File: config.mk
export PLATFORM = sky130hd
export DESIGN_NAME = emi_ext_mem_if
export DESIGN_NICKNAME = d
export VERILOG_FILES = /design/src/emi_pkg.sv /design/src/emi_ext_mem_if.sv
export SDC_FILE = /design/constraint.sdc
export NUM_CORES = 1
export LEC_CHECK = 0
export ABC_CLOCK_PERIOD_IN_PS = 3360
export BUFFER_PORTS_ARGS = -buffer_cell sky130_fd_sc_hd__buf_2
export CORE_MARGIN = 1
export CORE_UTILIZATION = 45
export DETAILED_ROUTE_END_ITERATION = 16
export PLACE_DENSITY_LB_ADDON = 0.08
export SETUP_SLACK_MARGIN = 0.2
export SLEW_MARGIN = 20
export SYNTH_ARGS = -nofsm -noshare
export SYNTH_HDL_FRONTEND = slang
export SYNTH_SLANG_ARGS = --single-unit
File: constraint.sdc
create_clock -name SYS_CLK -period 3.36 [get_ports SYS_CLK]
set_clock_uncertainty 0.15 [all_clocks]
set_input_delay 0.504 -clock SYS_CLK [delete_from_list [all_inputs] [get_ports SYS_CLK]]
set_output_delay 0.504 -clock SYS_CLK [all_outputs]
set_load 0.02 [all_outputs]
File: src/emi_pkg.sv
// Shared constants for the external memory bus interface
package emi_pkg;
  // APB register byte addresses
  localparam logic [7:0] EMI_MCU_CONTROL_REG_OFS = 8'h00;
  localparam logic [7:0] EMI_EXT_CTRL_REG_A_OFS  = 8'h04;
  localparam logic [7:0] EMI_EXT_CTRL_REG_B_OFS  = 8'h08;
  localparam logic [7:0] EMI_ACCESS_ADDR_OFS     = 8'h0C;
  localparam logic [7:0] EMI_ACCESS_DATA_OFS     = 8'h10;
  localparam logic [7:0] EMI_ACCESS_CMD_OFS      = 8'h14;
  localparam logic [7:0] EMI_STATUS_OFS          = 8'h18;
  // Field positions
  localparam int EMI_ENABLE_BIT      = 7;
  localparam int EMI_UPPER_LO_BIT    = 6;
  localparam int EMI_LIMIT_LSB       = 4;
  localparam int EMI_LOWER_WAIT_LSB  = 2;
  localparam int EMI_UPPER_HI_BIT    = 1;
  localparam int EMI_KEEPER_BIT      = 7;
  // Reset values and writable bit masks
  localparam logic [7:0] EMI_MCU_CONTROL_RST = 8'h00;
  localparam logic [7:0] EMI_EXT_CTRL_A_RST  = 8'h00;
  localparam logic [7:0] EMI_EXT_CTRL_B_RST  = 8'h00;
  localparam logic [7:0] EMI_CTRL_A_RMASK    = 8'h7E;
  localparam logic [7:0] EMI_CTRL_B_RMASK    = 8'h87;
  // First external address
  localparam logic [15:0] EMI_INT_MEM_TOP = 16'h1100;
  // Wait selector codes
  localparam logic [1:0] EMI_WAIT_NONE  = 2'h0;
  localparam logic [1:0] EMI_WAIT_ONE   = 2'h1;
  localparam logic [1:0] EMI_WAIT_TWO   = 2'h2;
  localparam logic [1:0] EMI_WAIT_TWO_A = 2'h3;
  typedef enum logic [2:0] {
    EMI_IDLE, EMI_ADDR, EMI_STROBE, EMI_WAIT, EMI_TAIL, EMI_HOLD
  } emi_state_t;
endpackage

File: src/emi_ext_mem_if.sv
// External memory bus interface core with APB register slave
//
// Contract
// Low address and data share one bus
// High address byte, configurable bit count
// Enabled interface owns its pin directions
// Internal versus external decided from address
// Valid low address when strobe falls
// Latch strobe low during data phase
// Internal access never toggles read/write strobes
// Disabled: port pins, no wraparound; strobe pins still carry interface levels, PORT_G_OUT unused
// Four wait settings including none
// Two sectors with separate wait settings
// Keeper holds last level when released
// Port one bits enable bus pull-ups; code gives no pull-ups while the bus keeper is enabled
// No wait: extra strobe only if next
// One wait: extra strobe only if next
// Two wait: extra strobe only if next
// Two plus delay: strobe only if next
// Legacy mode hides extended control registers
// Legacy upper wait only none or one
// Legacy: fixed high bits, no sectors
// Legacy mode has no bus keeper
// Legacy: strobe pins output only
// External latch transparent high, holds low
// Enable bit switches pins to interface
// Wait code meaning per sector
// Sector limit code places boundary
// High mask frees top address pins
// Write drives data; read samples at rise
// Memory returns data before read rises
`timescale 1ns/100ps
module emi_ext_mem_if (
  input  wire logic        SYS_CLK,
  input  wire logic        RST_N,
  input  wire logic        LEGACY_MODE,
  input  wire logic        NEXT_IS_DATA_ACCESS,
  input  wire logic [7:0]  PORT_A_OUT,
  input  wire logic [7:0]  PORT_A_DIR,
  input  wire logic [7:0]  PORT_C_OUT,
  input  wire logic [7:0]  PORT_C_DIR,
  input  wire logic [2:0]  PORT_G_OUT,
  input  wire logic [2:0]  PORT_G_DIR,
  input  wire logic        PSEL,
  input  wire logic        PENABLE,
  input  wire logic        PWRITE,
  input  wire logic [7:0]  PADDR,
  input  wire logic [31:0] PWDATA,
  output logic      [31:0] PRDATA,
  output logic             PREADY,
  output logic             PSLVERR,
  input  wire logic [7:0]  AD_IN,
  output logic      [7:0]  AD_OUT,
  output logic      [7:0]  AD_OE,
  output logic      [7:0]  AD_PULLUP,
  output logic      [7:0]  AD_KEEPER,
  output logic      [7:0]  HIGH_ADDR_OUT,
  output logic      [7:0]  HIGH_ADDR_OE,
  output logic             ALE_OUT,
  output logic             RD_N_OUT,
  output logic             WR_N_OUT,
  output logic      [2:0]  STROBE_OE,
  output logic             INTERNAL_SEL,
  output logic             BUSY
);
  import emi_pkg::*;

  ////////////////////////////////////////////////////////////////////////////
  logic [7:0]  mcu_control_reg;
  logic [7:0]  ext_ctrl_reg_a;
  logic [7:0]  ext_ctrl_reg_b;
  logic [15:0] acc_addr;
  logic [7:0]  acc_wdata;
  logic [7:0]  acc_rdata;
  logic        acc_write;
  logic        start;
  logic        ext_if_enable;
  logic        bus_keeper_enable;
  logic [1:0]  upper_sector_wait_sel;
  logic [1:0]  lower_wait_sel;
  logic [2:0]  sector_limit_sel;
  logic [2:0]  high_addr_mask;
  logic [1:0]  wait_sel;
  logic [3:0]  high_bits;
  logic        ext_regs_hit;
  logic        wr_go;
  logic        rd_go;
  emi_state_t  state;
  logic [1:0]  wait_cnt;
  logic        cyc_external;
  logic        cyc_write;
  logic [1:0]  cyc_wait;
  logic        drive_data;
  logic [7:0]  keeper_level;
  logic [1:0]  wait_load;
  logic        strobe_phase;
  logic        last_strobe;
  logic        next_rd_n;
  logic        next_wr_n;
  logic        addr_phase;
  logic        trailing_pulse;
  logic        next_ale;
  logic [7:0]  next_ad_out;

  ////////////////////////////////////////////////////////////////////////////
  // Legacy mode: extended registers read zero and take no writes
  assign ext_regs_hit = (PADDR == EMI_EXT_CTRL_REG_A_OFS) ||
                        (PADDR == EMI_EXT_CTRL_REG_B_OFS);
  assign wr_go = PSEL && PENABLE && PWRITE;
  assign rd_go = PSEL && PENABLE && !PWRITE;
  assign PREADY  = 1'b1;
  assign PSLVERR = 1'b0;

  always_ff @(posedge SYS_CLK or negedge RST_N) begin
    if (!RST_N) begin
      mcu_control_reg <= EMI_MCU_CONTROL_RST;
    end else if (wr_go && PADDR == EMI_MCU_CONTROL_REG_OFS) begin
      mcu_control_reg <= PWDATA[7:0];
    end
  end

  always_ff @(posedge SYS_CLK or negedge RST_N) begin
    if (!RST_N) begin
      ext_ctrl_reg_a <= EMI_EXT_CTRL_A_RST;
      ext_ctrl_reg_b <= EMI_EXT_CTRL_B_RST;
    end else if (wr_go && ext_regs_hit && !LEGACY_MODE) begin
      if (PADDR == EMI_EXT_CTRL_REG_A_OFS) begin
        ext_ctrl_reg_a <= PWDATA[7:0] & EMI_CTRL_A_RMASK;
      end
      if (PADDR == EMI_EXT_CTRL_REG_B_OFS) begin
        ext_ctrl_reg_b <= PWDATA[7:0] & EMI_CTRL_B_RMASK;
      end
    end
  end

  // Access port: address and write data held for the sequencer
  always_ff @(posedge SYS_CLK or negedge RST_N) begin
    if (!RST_N) begin
      acc_addr <= 16'h0000;
    end else if (wr_go && PADDR == EMI_ACCESS_ADDR_OFS) begin
      acc_addr <= PWDATA[15:0];
    end
  end

  always_ff @(posedge SYS_CLK or negedge RST_N) begin
    if (!RST_N) begin
      acc_wdata <= 8'h00;
    end else if (wr_go && PADDR == EMI_ACCESS_DATA_OFS) begin
      acc_wdata <= PWDATA[7:0];
    end
  end

  // A write to the command word launches one data access
  always_ff @(posedge SYS_CLK or negedge RST_N) begin
    if (!RST_N) begin
      acc_write <= 1'b0;
      start     <= 1'b0;
    end else begin
      start <= 1'b0;
      // Commands while busy are dropped; software polls the status word
      if (wr_go && PADDR == EMI_ACCESS_CMD_OFS && state == EMI_IDLE && !start) begin
        acc_write <= PWDATA[0];
        start     <= 1'b1;
      end
    end
  end

  always_ff @(posedge SYS_CLK or negedge RST_N) begin
    if (!RST_N) begin
      PRDATA <= 32'h0000_0000;
    end else if (PSEL && !PENABLE && !PWRITE) begin
      unique case (PADDR)
        EMI_MCU_CONTROL_REG_OFS: PRDATA <= {24'h000000, mcu_control_reg};
        EMI_EXT_CTRL_REG_A_OFS:  PRDATA <= LEGACY_MODE ? 32'h0 : {24'h0, ext_ctrl_reg_a};
        EMI_EXT_CTRL_REG_B_OFS:  PRDATA <= LEGACY_MODE ? 32'h0 : {24'h0, ext_ctrl_reg_b};
        EMI_ACCESS_ADDR_OFS:     PRDATA <= {16'h0000, acc_addr};
        EMI_ACCESS_DATA_OFS:     PRDATA <= {24'h000000, acc_rdata};
        EMI_STATUS_OFS:          PRDATA <= {30'h0, cyc_external, BUSY};
        default:                 PRDATA <= 32'h0000_0000;
      endcase
    end
  end

  ////////////////////////////////////////////////////////////////////////////
  assign ext_if_enable     = mcu_control_reg[EMI_ENABLE_BIT];
  assign bus_keeper_enable = !LEGACY_MODE && ext_ctrl_reg_b[EMI_KEEPER_BIT];
  // Legacy: upper high bit forced off, so only codes 00 and 01 remain
  assign upper_sector_wait_sel = {!LEGACY_MODE && ext_ctrl_reg_a[EMI_UPPER_HI_BIT],
                                  mcu_control_reg[EMI_UPPER_LO_BIT]};
  assign lower_wait_sel   = ext_ctrl_reg_a[EMI_LOWER_WAIT_LSB +: 2];
  assign sector_limit_sel = LEGACY_MODE ? 3'h0 : ext_ctrl_reg_a[EMI_LIMIT_LSB +: 3];
  assign high_addr_mask   = LEGACY_MODE ? 3'h0 : ext_ctrl_reg_b[2:0];

  // Boundary at limit code times 0x2000; code zero means upper only
  always_comb begin
    if (sector_limit_sel != 3'h0 && acc_addr[15:13] < sector_limit_sel) begin
      wait_sel = lower_wait_sel;
    end else begin
      wait_sel = upper_sector_wait_sel;
    end
  end

  assign high_bits = 4'h8 - {1'b0, high_addr_mask};
  assign INTERNAL_SEL = (acc_addr < EMI_INT_MEM_TOP);

  ////////////////////////////////////////////////////////////////////////////
  // Wait cycles loaded on leaving the strobe state
  always_comb begin
    unique case (cyc_wait)
      EMI_WAIT_NONE:  wait_load = 2'h0;
      EMI_WAIT_ONE:   wait_load = 2'h1;
      EMI_WAIT_TWO:   wait_load = 2'h2;
      // Extra address delay comes from the hold state
      EMI_WAIT_TWO_A: wait_load = 2'h2;
    endcase
  end

  // Access sequencer; one state per system clock period
  always_ff @(posedge SYS_CLK or negedge RST_N) begin
    if (!RST_N) begin
      state        <= EMI_IDLE;
      wait_cnt     <= 2'h0;
      cyc_external <= 1'b0;
      cyc_write    <= 1'b0;
      cyc_wait     <= EMI_WAIT_NONE;
    end else begin
      unique case (state)
        EMI_IDLE: if (start) begin
          // Disabled interface ignores external addresses, no aliasing
          cyc_external <= ext_if_enable && !INTERNAL_SEL;
          cyc_write    <= acc_write;
          cyc_wait     <= wait_sel;
          state        <= EMI_ADDR;
        end
        EMI_ADDR:   state <= EMI_STROBE;
        EMI_STROBE: begin
          wait_cnt <= wait_load;
          state    <= (cyc_wait == EMI_WAIT_NONE) ? EMI_TAIL : EMI_WAIT;
        end
        EMI_WAIT: begin
          wait_cnt <= wait_cnt - 2'h1;
          if (wait_cnt == 2'h1) begin
            state <= EMI_TAIL;
          end
        end
        EMI_TAIL: state <= (cyc_wait == EMI_WAIT_TWO_A) ? EMI_HOLD : EMI_IDLE;
        EMI_HOLD: state <= EMI_IDLE;
        default:  state <= EMI_IDLE;
      endcase
    end
  end

  assign BUSY = (state != EMI_IDLE) || start;

  // Latch strobe high only in address phase; trailing pulse on demand
  always_comb begin
    addr_phase     = (state == EMI_IDLE) && start;
    // Trailing pulse only when the next instruction touches data memory
    trailing_pulse = NEXT_IS_DATA_ACCESS &&
                     ((state == EMI_TAIL && cyc_wait != EMI_WAIT_TWO_A) ||
                      state == EMI_HOLD);
    next_ale       = ext_if_enable && (addr_phase || trailing_pulse);
  end

  always_ff @(posedge SYS_CLK or negedge RST_N) begin
    if (!RST_N) begin
      ALE_OUT <= 1'b0;
    end else begin
      ALE_OUT <= next_ale;
    end
  end

  // Read strobe low through strobe and wait cycles; write strobe one cycle later, low in the tail with no wait
  always_comb begin
    strobe_phase = (state == EMI_STROBE && cyc_wait != EMI_WAIT_NONE) ||
                   (state == EMI_WAIT && wait_cnt != 2'h1);
    last_strobe  = (state == EMI_STROBE && cyc_wait == EMI_WAIT_NONE) ||
                   (state == EMI_WAIT && wait_cnt == 2'h1);
    next_rd_n    = !(cyc_external && !cyc_write &&
                     (state == EMI_ADDR || strobe_phase));
    next_wr_n    = !(cyc_external && cyc_write &&
                     (state == EMI_STROBE || strobe_phase));
  end

  always_ff @(posedge SYS_CLK or negedge RST_N) begin
    if (!RST_N) begin
      RD_N_OUT <= 1'b1;
    end else begin
      RD_N_OUT <= next_rd_n;
    end
  end

  always_ff @(posedge SYS_CLK or negedge RST_N) begin
    if (!RST_N) begin
      WR_N_OUT <= 1'b1;
    end else begin
      WR_N_OUT <= next_wr_n;
    end
  end

  // Read data captured on the edge where the read strobe rises
  always_ff @(posedge SYS_CLK or negedge RST_N) begin
    if (!RST_N) begin
      acc_rdata <= 8'h00;
    end else if (cyc_external && !cyc_write && !RD_N_OUT && last_strobe) begin
      acc_rdata <= AD_IN;
    end
  end

  ////////////////////////////////////////////////////////////////////////////
  // Bus drivers and pin ownership
  assign drive_data = cyc_write &&
                      (state == EMI_STROBE || state == EMI_WAIT || state == EMI_TAIL);

  // Write data waits until the latch strobe has fallen: the address stays valid at that edge
  always_comb begin
    next_ad_out = AD_OUT;
    if (!ext_if_enable) begin
      next_ad_out = PORT_A_OUT;
    end else if (addr_phase) begin
      next_ad_out = acc_addr[7:0];
    end else if (drive_data) begin
      next_ad_out = acc_wdata;
    end
  end

  always_ff @(posedge SYS_CLK or negedge RST_N) begin
    if (!RST_N) begin
      AD_OUT <= 8'h00;
    end else begin
      AD_OUT <= next_ad_out;
    end
  end

  always_ff @(posedge SYS_CLK or negedge RST_N) begin
    if (!RST_N) begin
      HIGH_ADDR_OUT <= 8'h00;
    end else if (!ext_if_enable) begin
      HIGH_ADDR_OUT <= PORT_C_OUT;
    end else begin
      for (int i = 0; i < 8; i++) begin
        HIGH_ADDR_OUT[i] <= (i < int'(high_bits)) ? acc_addr[8 + i] : PORT_C_OUT[i];
      end
    end
  end

  always_comb begin
    // Address phase drives, read data phase releases
    if (ext_if_enable) begin
      AD_OE = (state == EMI_ADDR || drive_data) ? 8'hFF : 8'h00;
      for (int i = 0; i < 8; i++) begin
        HIGH_ADDR_OE[i] = (i < int'(high_bits)) ? 1'b1 : PORT_C_DIR[i];
      end
      STROBE_OE = 3'h7;
    end else begin
      AD_OE        = PORT_A_DIR;
      HIGH_ADDR_OE = PORT_C_DIR;
      // Legacy pins stay outputs always
      STROBE_OE    = LEGACY_MODE ? 3'h7 : PORT_G_DIR;
    end
  end

  // Keeper remembers the last seen level; drives only while released
  always_ff @(posedge SYS_CLK or negedge RST_N) begin
    if (!RST_N) begin
      keeper_level <= 8'h00;
    end else begin
      keeper_level <= AD_IN;
    end
  end

  assign AD_KEEPER = bus_keeper_enable ? (keeper_level & ~AD_OE) : 8'h00;
  // Pull-up request only on released lines with port bit one
  assign AD_PULLUP = PORT_A_OUT & ~AD_OE & {8{!bus_keeper_enable}};

  // Strobe port levels are unused; the strobe pins always carry the interface levels
  logic unused_g;
  assign unused_g = ^PORT_G_OUT;
endmodule

== Word-level counts from Yosys, hierarchy flattened ==
Index checks and enable logic that the tools add are counted.
Word-level totals
  register bits after elaboration: 120
  input port bits: 93
  output and inout port bits: 90
  logic and storage cells: 160
Cells by class
  add/subtract/negate cells: 2
  $lt $le $gt $ge: 10
  eq/ne operators: 20
  muxes and demuxes: 40
  bitwise logic cells: 4
  reductions and logical operators: 64
Operators by type and width (count)
  16-bit case mux with 6 select lines: 1
  8-bit 2-to-1 mux: 9
  1-bit logical AND: 31
  8-bit bitwise AND: 3
  8-bit by 5-bit equality test with 1-bit output (second input constant): 3
  3-bit 2-to-1 mux: 8
  1-bit 2-to-1 mux: 17
  8-bit by 4-bit equality test with 1-bit output (second input constant): 2
  16-bit by 13-bit less-than comparator with 1-bit output (second input constant): 1
  3-bit by 4-bit less-than comparator with 1-bit output (first input constant): 4
  3-bit case mux with 5 select lines: 1
  1-bit logical OR: 11
  1-bit zero test: 10
  8-bit by 3-bit equality test with 1-bit output (second input constant): 1
  8-bit zero test: 1
  1-bit by 4-bit less-than comparator with 1-bit output (first input constant): 2
  2-bit by 4-bit less-than comparator with 1-bit output (first input constant): 2
  8-bit inverter: 1
  2-bit AND reduction: 4
  7-bit 2-to-1 mux: 1
  3-bit by 2-bit equality test with 1-bit output (second input constant): 2
  3-bit equality test (second input constant): 2
  2-bit case mux with 3 select lines: 1
  3-bit nonzero test: 2
  15 further kinds: 20

== Logic depth before layout (Yosys ltp) ==
Gate-level depths: netlist of run 1.
  word-level depth: 10
  depth in mapped cells: 8
  mapped depth without buffers: 6

== Least setup slack after synthesis of run 1 ==
Ideal clock, no wire load.
  kind: reg2out
  from: register acc_addr[10]
  to: output port INTERNAL_SEL
  arrival time: 2.144 ns
  required time: 2.706 ns
  path slack: 0.562 ns
  cell stages (with the launch flop): 3
  buffers on the path: 0
  cell sequence: dfrtp_1 > or4_1 > a2111oi_0
On the way
  cells in the longest elaborated chain, start to end: 1
Ends and longest elaborated chain
  start, declared: RTL line emi_ext_mem_if.sv:72  | logic [15:0] acc_addr;
  start signal, assigned: RTL line emi_ext_mem_if.sv:141  | acc_addr <= PWDATA[15:0];
  16-bit by 13-bit less-than comparator with 1-bit output: RTL line emi_ext_mem_if.sv:204  | assign INTERNAL_SEL = (acc_addr < EMI_INT_MEM_TOP);
  end, declared: RTL line emi_ext_mem_if.sv:63  | output logic INTERNAL_SEL,
Every way passes these cells.

== Worst setup path in the final report of run 1 ==
  from: register state[1]
  to: output port AD_KEEPER[0]
On the way
  cells in the longest elaborated chain, start to end: 10
  elaborated cells between the ends (all ways): 13
  those cells by class: eq/ne (4); mux (3); bitwise (2); reduce/logical (4)
Ends and longest elaborated chain
  start, declared: RTL line emi_ext_mem_if.sv:88  | emi_state_t state;
  start signal, assigned: RTL line emi_ext_mem_if.sv:238  | state <= (cyc_wait == EMI_WAIT_NONE) ? EMI_TAIL : EMI_WAIT;
  start signal, assigned: RTL line emi_ext_mem_if.sv:246  | EMI_TAIL: state <= (cyc_wait == EMI_WAIT_TWO_A) ? EMI_HOLD : EMI_IDLE;
  3-bit by 2-bit equality test with 1-bit output: RTL line emi_ext_mem_if.sv:313  | (state == EMI_STROBE || state == EMI_WAIT || state == EMI_TAIL);
  1-bit logical OR (2 in a row): RTL line emi_ext_mem_if.sv:313
  1-bit logical AND: RTL line emi_ext_mem_if.sv:312  | assign drive_data = cyc_write &&
  1-bit logical OR *: RTL line emi_ext_mem_if.sv:350  | AD_OE = (state == EMI_ADDR || drive_data) ? 8'hFF : 8'h00;
  8-bit 2-to-1 mux *: RTL line emi_ext_mem_if.sv:350
  8-bit 2-to-1 mux *: RTL line emi_ext_mem_if.sv:349  | if (ext_if_enable) begin
  8-bit inverter *: RTL line emi_ext_mem_if.sv:372  | assign AD_KEEPER = bus_keeper_enable ? (keeper_level & ~AD_OE) : 8'h00;
  8-bit bitwise AND *: RTL line emi_ext_mem_if.sv:372
  8-bit 2-to-1 mux *: RTL line emi_ext_mem_if.sv:372
  end, declared: RTL line emi_ext_mem_if.sv:56  | output logic [7:0] AD_KEEPER,
Every way passes the cells marked *; elsewhere a longest branch is shown, timed or not.

==> impl_metrics.csv, run 1 <==
group,metric,value,unit
die,dieHeight,111,µm
clocking,numClockSinks,104,
clocking,htreeDepth,3,
die,chipWidth,111,µm
yosys,synth_cell_type_count,54,
global_routing,use_met3,3.79,%
cells_and_area,reg.largest.list,"PRDATA x16, acc_addr x16",
cells_and_area,area_growth_syn_to_layout,20.0,%
global_routing,met2_usage,36.8,%
clocking,clk_pin_slew,0.07,ns
placed_design,place_congestion,0.851,
timing,layout_min_cycle_time,2.75,ns
detailed_routing,drt_iter0_markers,191,
clocking,cts-root-buf,"clkbuf_16",
setup_path,r2r-end,"acc_write",
timing,setup_slack,0.607,ns
yosys,synth_edf_count,0,
setup_path,crit_arrival,2.10,ns
die,rows,39,
global_routing,grt_start_max_net_pins,76,
placed_design,dp_slack,0.705,ns
yosys,syn_area,0.00531,mm²
setup_path,crit_type,"flop to output pin",
global_routing,top_usage_layer,"met2",
placed_design,dp_hpwl,9820,µm
clocking,cts_tree,"done",
setup_path,path_max_fanout,16,
global_routing,grt_pass1_wl,21100,µm
detailed_routing,avgViaCountPerCell,5.44,
timing,finalSetupTns,0,ns
cells_and_area,finish.utilization,55.5,%
global_routing,grtUsageMet1,29.1,%
global_routing,grt-ovfl-total,0,
setup_path,end_kind,"output pin",
clocking,clock_latency,0.35,ns
timing,grt_setup_unrepaired,"no",
clocking,postCtsSetupRepairBufs,0,
pwr,power_leakage,3.17,nW
timing,post-route-period-util,81.9,%
detailed_routing,drtAntennaViolNets,0,
global_routing,antenna_found_initial,0,
timing,relSlewSlack,36.2,%
die,start_util,46.3,%
setup_path,critPathRequiredTime,2.71,ns
setup_path,critPathLaunchType,"flop",
yosys,syn_inst,478,
yosys,yosysWarnings,0,
yosys,synth_flop_cell,"dfrtp_1",
global_routing,first_global_vias,3974,
yosys,yosysSeqAreaShare,49.1,%
global_routing,grtUsageTotal,21.8,%
pwr,totalPowerFinal,2.82,mW
timing,tightest_slew,0.957,ns
clocking,cts-hold-fix-buffers,0,
clocking,numCtsBuffers,9,
pwr,irDropWorstVdd,0.280,mV
setup_path,r2r_setup_slack,0.67,ns
cells_and_area,drive_gt1_share,42.1,%
setup_path,reg2reg_depth,4,
clocking,cts_resized,0,
cells_and_area,antennaDiodeCount,0,
timing,fmax,363,MHz
timing,slew_viol_final,0,
detailed_routing,firstDrtPassIters,5,
timing,hold_viol,0,
cells_and_area,final_nets,713,
detailed_routing,vias,4151,
detailed_routing,drc_errors,0,
die,io_pins,183,
setup_path,r2r-start,"state[2]",
flow_run,cap_violations,0,
yosys,ys_ff_latch,104,
clocking,clockBufferDepth,2,
yosys,async_flop_share,100,%
detailed_routing,wl_per_cell,17.0,µm
status,status,"complete, no violations",
cells_and_area,fillers,1051,
hold_path,hold_path_class,"input port to asynchronous set/reset pin",
timing,hold_slack,0.127,ns
timing,finalSetupViolations,0,
placed_design,port_buffers,145,
detailed_routing,wirelength,13000,µm
yosys,syn_area_per_cell,11.1,µm²
pwr,cellPowerDensity,444,mW/mm²
die,core_area,0.0115,mm²
die,die-area,0.0122,mm²
==> kinds of logic after synthesis <==
group / after synthesis / synth area share [%]
multiplexers: 85 / 18.4
AO/OA/AOI/OAI: 80 / 10.2
flip-flops: 104 / 49.1
other: 2 / 0.142
adder cells (fa/ha/maj): 5 / 1.18
buffers and inverters: 52 / 5.68
AND/OR/NAND/NOR: 150 / 15.4
==> cell usage in the layout, fill, tap and decap left out, types with 3 or more instances in the layout <==
cell	instances
a21oi_1	18
a22o_1	10
a22oi_1	8
a32oi_1	3
buf_2	144
buf_4	13
clkbuf_16	9
conb_1	18
dfrtp_1	102
ha_1	5
inv_1	5
inv_6	4
mux2_2	59
mux2_4	10
mux2i_1	16
nand2_1	35
nand2b_1	23
nand3_1	11
nor2_1	30
nor3_1	16
nor3b_1	4
o21a_1	3
o21ai_0	19
o31a_2	3
o31ai_1	3
or3_1	5
or3_4	3
or3b_2	3
==> synth_stat cells, types with 4 or more instances <==
| cell | n | area (µm²) |
|---|---|---|
| o21ai_0 | 19 | 95.1 |
| buf_4 | 18 | 135 |
| dfrtp_1 | 102 | 2550 |
| nand3_1 | 11 | 55.1 |
| nor2_1 | 30 | 113 |
| a21oi_1 | 18 | 90.1 |
| mux2i_1 | 16 | 160 |
| mux2_2 | 59 | 664 |
| nor3_1 | 16 | 80.1 |
| ha_1 | 5 | 62.6 |
| nand2_1 | 35 | 131 |
| inv_1 | 5 | 18.8 |
| nand2b_1 | 23 | 144 |
| nor3b_1 | 4 | 30.0 |
| a22oi_1 | 8 | 60.1 |
| clkbuf_1 | 25 | 93.8 |
| mux2_4 | 10 | 150 |
| a22o_1 | 10 | 87.6 |
| or3_1 | 5 | 31.3 |
==> worst max path at each step <==
stage	slack (ns)	cells past startpoint	from	to
after global placement	0.71	4	state[2]	acc_write
after floorplan	0.56	2	acc_addr[10]	INTERNAL_SEL
after detailed placement	0.70	4	state[2]	acc_write
final	0.61	6	state[1]	AD_KEEPER[0]
after CTS	0.59	6	state[1]	AD_KEEPER[0]
after global routing	0.47	5	mcu_control_reg[7]	AD_KEEPER[3]
==> final cells by class <==
type	count	area, µm²	share of cell area [%]
Inverter	5	18.8	0.295
Clock inverter	7	52.6	0.826
Tap cell	143	179	2.81
Timing Repair Buffer	157	818	12.9
Sequential cell	104	2610	40.9
Multi-Input combinational cell	338	2460	38.7
Clock buffer	9	225	3.54
==> through the flow <==
stage	std cells	area (µm²)
after floorplan	494	5370
after global placement	747	6090
after detailed placement	747	6090
after CTS	763	6360
after global routing	763	6360
final	763	6360
==> worst max-delay path: stages (launching register included) <==
cell	delay, ns
dfrtp_1	0.39
buf_4	0.19
nor2b_1	0.15
o21a_1	0.21
o21a_1	0.35
nor3_1	0.25
buf_2	0.20
==> power breakdown <==
group | switching [mW] | internal [mW]
Sequential | 0.0374 | 1.30
Combinational | 0.303 | 0.189
Clock | 0.482 | 0.511
Total | 0.822 | 2.00
==> metal layers <==
layer | wire (µm) | up-vias
li1 | - | 1953
met5 | 0 | -
met1 | 5670 | 2059
met4 | 176 | 0
met2 | 6560 | 123
met3 | 579 | 16
No activity file was read; power rests on OpenSTA's default activity.
==> inputs of run 2 (changes only) <==
--- a/config.mk
+++ b/config.mk
@@ -5,7 +5,7 @@
 export SDC_FILE = /design/constraint.sdc
 export NUM_CORES = 1
 export LEC_CHECK = 0
-export ABC_CLOCK_PERIOD_IN_PS = 3360
+export ABC_CLOCK_PERIOD_IN_PS = 2300
 export BUFFER_PORTS_ARGS = -buffer_cell sky130_fd_sc_hd__buf_2
 export CORE_MARGIN = 1
 export CORE_UTILIZATION = 45
==> constraint.sdc (replaced) <==
create_clock -name SYS_CLK -period 2.3 [get_ports SYS_CLK]
set_clock_uncertainty 0.15 [all_clocks]
set_input_delay 0.345 -clock SYS_CLK [delete_from_list [all_inputs] [get_ports SYS_CLK]]
set_output_delay 0.345 -clock SYS_CLK [all_outputs]
set_load 0.02 [all_outputs]
==> run 2 against run 1 <==
  * The flow now finishes with violations (negative setup slack)
  * Via count increased by 7.6%
  * First-iteration DRC count is 27% higher
  * Register-to-register slack got worse by 0.73 ns
  * Global-route usage rose by 2.1 points
  * Final cell count is 6.9% higher
  * Combinational power up 120%
  * Routed wire length up 14%
  * Non-clock buffer count up 53
  * Critical path type unchanged
==> impl_metrics.csv, run 2 (synthesis gave the netlist of run 1 again) <==
group,metric,value,unit
placed_design,place_congestion,0.865,
placed_design,port_buffers,145,
setup_path,end_kind,"output pin",
global_routing,grt-ovfl-total,0,
setup_path,crit_path_max_incr_delay,0.43,ns
timing,post-route-period-util,105,%
clocking,cts_tree,"done",
cells_and_area,drive_gt1_share,51.6,%
global_routing,grtUsageTotal,23.9,%
cells_and_area,reg.largest.list,"PRDATA x16, acc_addr x16",
setup_path,path_max_fanout,4,
timing,slew_viol_final,0,
detailed_routing,wirelength,14900,µm
die,chipWidth,111,µm
pwr,p_switching,1.30,mW
detailed_routing,drt_iter0_markers,243,
setup_path,crit_arrival,1.91,ns
status,violations,"negative setup slack",
clocking,clockBufferDepth,2,
clocking,numClockSinks,104,
setup_path,path_cells,"nand2b_4, ha_4, mux2_4, o211ai_1, nand2b_1, buf_6",
placed_design,dp_hpwl,10500,µm
die,rows,39,
detailed_routing,drtAntennaViolNets,0,
timing,setup_slack,-0.106,ns
clocking,clk_pin_slew,0.07,ns
clocking,cts-root-buf,"clkbuf_16",
timing,grt_setup_unrepaired,"yes",
pwr,cellPowerDensity,618,mW/mm²
placed_design,dp_slack,-0.0933,ns
setup_path,critPathRequiredTime,1.80,ns
die,die-area,0.0122,mm²
cells_and_area,final_cell_mix,"buf_2 (120), dfrtp_1 (100), buf_4 (50), mux2_2 (49), nand2_1 (35)",
detailed_routing,vias,4468,
clocking,numCtsBuffers,9,
pwr,power_leakage,3.61,nW
pwr,netSwitchingFraction,28.2,%
detailed_routing,drc_errors,0,
die,core_area,0.0115,mm²
cells_and_area,area_growth_syn_to_layout,40.5,%
timing,hold_viol,0,
detailed_routing,firstDrtPassIters,4,
global_routing,first_global_vias,4420,
cells_and_area,antennaDiodeCount,0,
timing,tightest_slew,0.518,ns
die,io_pins,183,
pwr,p_comb_share,23.1,%
pwr,totalPowerFinal,4.61,mW
clocking,clock_latency,0.34,ns
global_routing,grt_pass1_wl,22900,µm
pwr,p_int,3.31,mW
setup_path,critPathSlowestCell,"dfrtp_2",
cells_and_area,fillers,940,
global_routing,grt_start_max_net_pins,54,
cells_and_area,final_nets,766,
timing,finalSetupViolations,20,
die,dieHeight,111,µm
detailed_routing,wl_per_cell,18.2,µm
die,start_util,46.3,%
setup_path,critPathLaunchType,"flop",
cells_and_area,mostFrequentLayoutCell,"buf_2",
timing,layout_min_cycle_time,2.41,ns
pwr,pwr-share-clk,34.6,%
setup_path,crit_type,"flop to output pin",
pwr,seqPwrFrac,42.3,%
hold_path,hold_path_class,"input port to flop",
status,status,"finished with violations",
timing,relSlewSlack,65.0,%
flow_run,cap_violations,0,
pwr,irDropWorstVdd,0.512,mV
detailed_routing,avgViaCountPerCell,5.48,
timing,fmax,416,MHz
clocking,htreeDepth,3,
global_routing,antenna_found_initial,0,
run 2: cell count changes in the layout (fill, tap and decap cells not counted), moves of 10 or more:
cell    change
buf_6      +26
mux2_4     +10
buf_4      +37
mux2_2     -10
buf_2      -24
run 2: final timing paths:
check / from / to / slack, ns / depth (start not counted)
setup / recovery: ext_ctrl_reg_b[0] / HIGH_ADDR_OE[5] / -0.11 / 6
hold / removal: PWDATA[11] / acc_addr[11] / 0.08 / 2
setup reg to reg: state[2] / acc_write / -0.06 / 5
hold reg to reg: wait_cnt[1] / wait_cnt[1] / 0.33 / 2
max in group asynchronous: RST_N / ext_ctrl_reg_b[0] / 1.02 / 3
min in group asynchronous: RST_N / wait_cnt[0] / 0.32 / 2
run 2: timing repair:
| item | 4_1_cts | 5_1_grt |
|---|---|---|
| cloned | 1 | 1 |
| hold buffers | 9 | 0 |
| buffers inserted | 11 | 8 |
| hold endpoints to repair | 36 | 0 |
| setup endpoints to repair | 37 | 43 |
| resized for setup | 62 | 49 |
| pin swaps | 21 | 16 |
run 2: power groups by stage:
stage / logic [mW] / clock network [mW] / registers (mW)
global placement: 0.775 / 0 / 1.97
global route: 1.15 / 1.71 / 1.95
finish: 1.06 / 1.59 / 1.95
floorplan: 0.489 / 0 / 1.99
detailed placement: 0.794 / 0 / 1.98
CTS: 0.899 / 1.63 / 1.94
run 2: critical path: cells and delay by family (launching register included):
family | cells | cell delay (ns)
adder cells (fa/ha/maj) | 1 | 0.13
multiplexers | 1 | 0.32
AO/OA/AOI/OAI | 1 | 0.32
buffers and inverters | 1 | 0.15
flip-flops | 1 | 0.43
AND/OR/NAND/NOR | 2 | 0.22
run 2: final cells by class:
cell class                 count  area (µm²)  area share (%)
sequential                   104        2610            35.0
tap                          143         179            2.40
timing repair buffer         210        1460            19.5
multi-input combinational    338        2880            38.6
clock inverter                 5        61.3           0.822
clock buffer                  11         253            3.39
inverter                       5        18.8           0.252
run 2: layer usage:
layer  GRT usage, %  wire [µm]  vias to the layer above
met5              0          0                        -
met4           8.27        266                        0
met3           4.23        657                       20
met2           42.0       7740                      151
met1           29.6       6200                     2234
li1               -          -                     2063
run 2: through the flow:
stage	cell area (µm²)	std cells	TNS (ns)	util, %	hold WS (ns)
CTS	7200	807	-1.13	62.8	0.0705
detailed placement	6450	770	-1.23	56.2	0.158
global route	7460	816	-2.43	65.0	0.0757
global placement	6450	770	-0.982	56.2	0.155
finish	7460	816	-1.01	65.0	0.0804
floorplan	5560	494	-2.33	-	-0.101
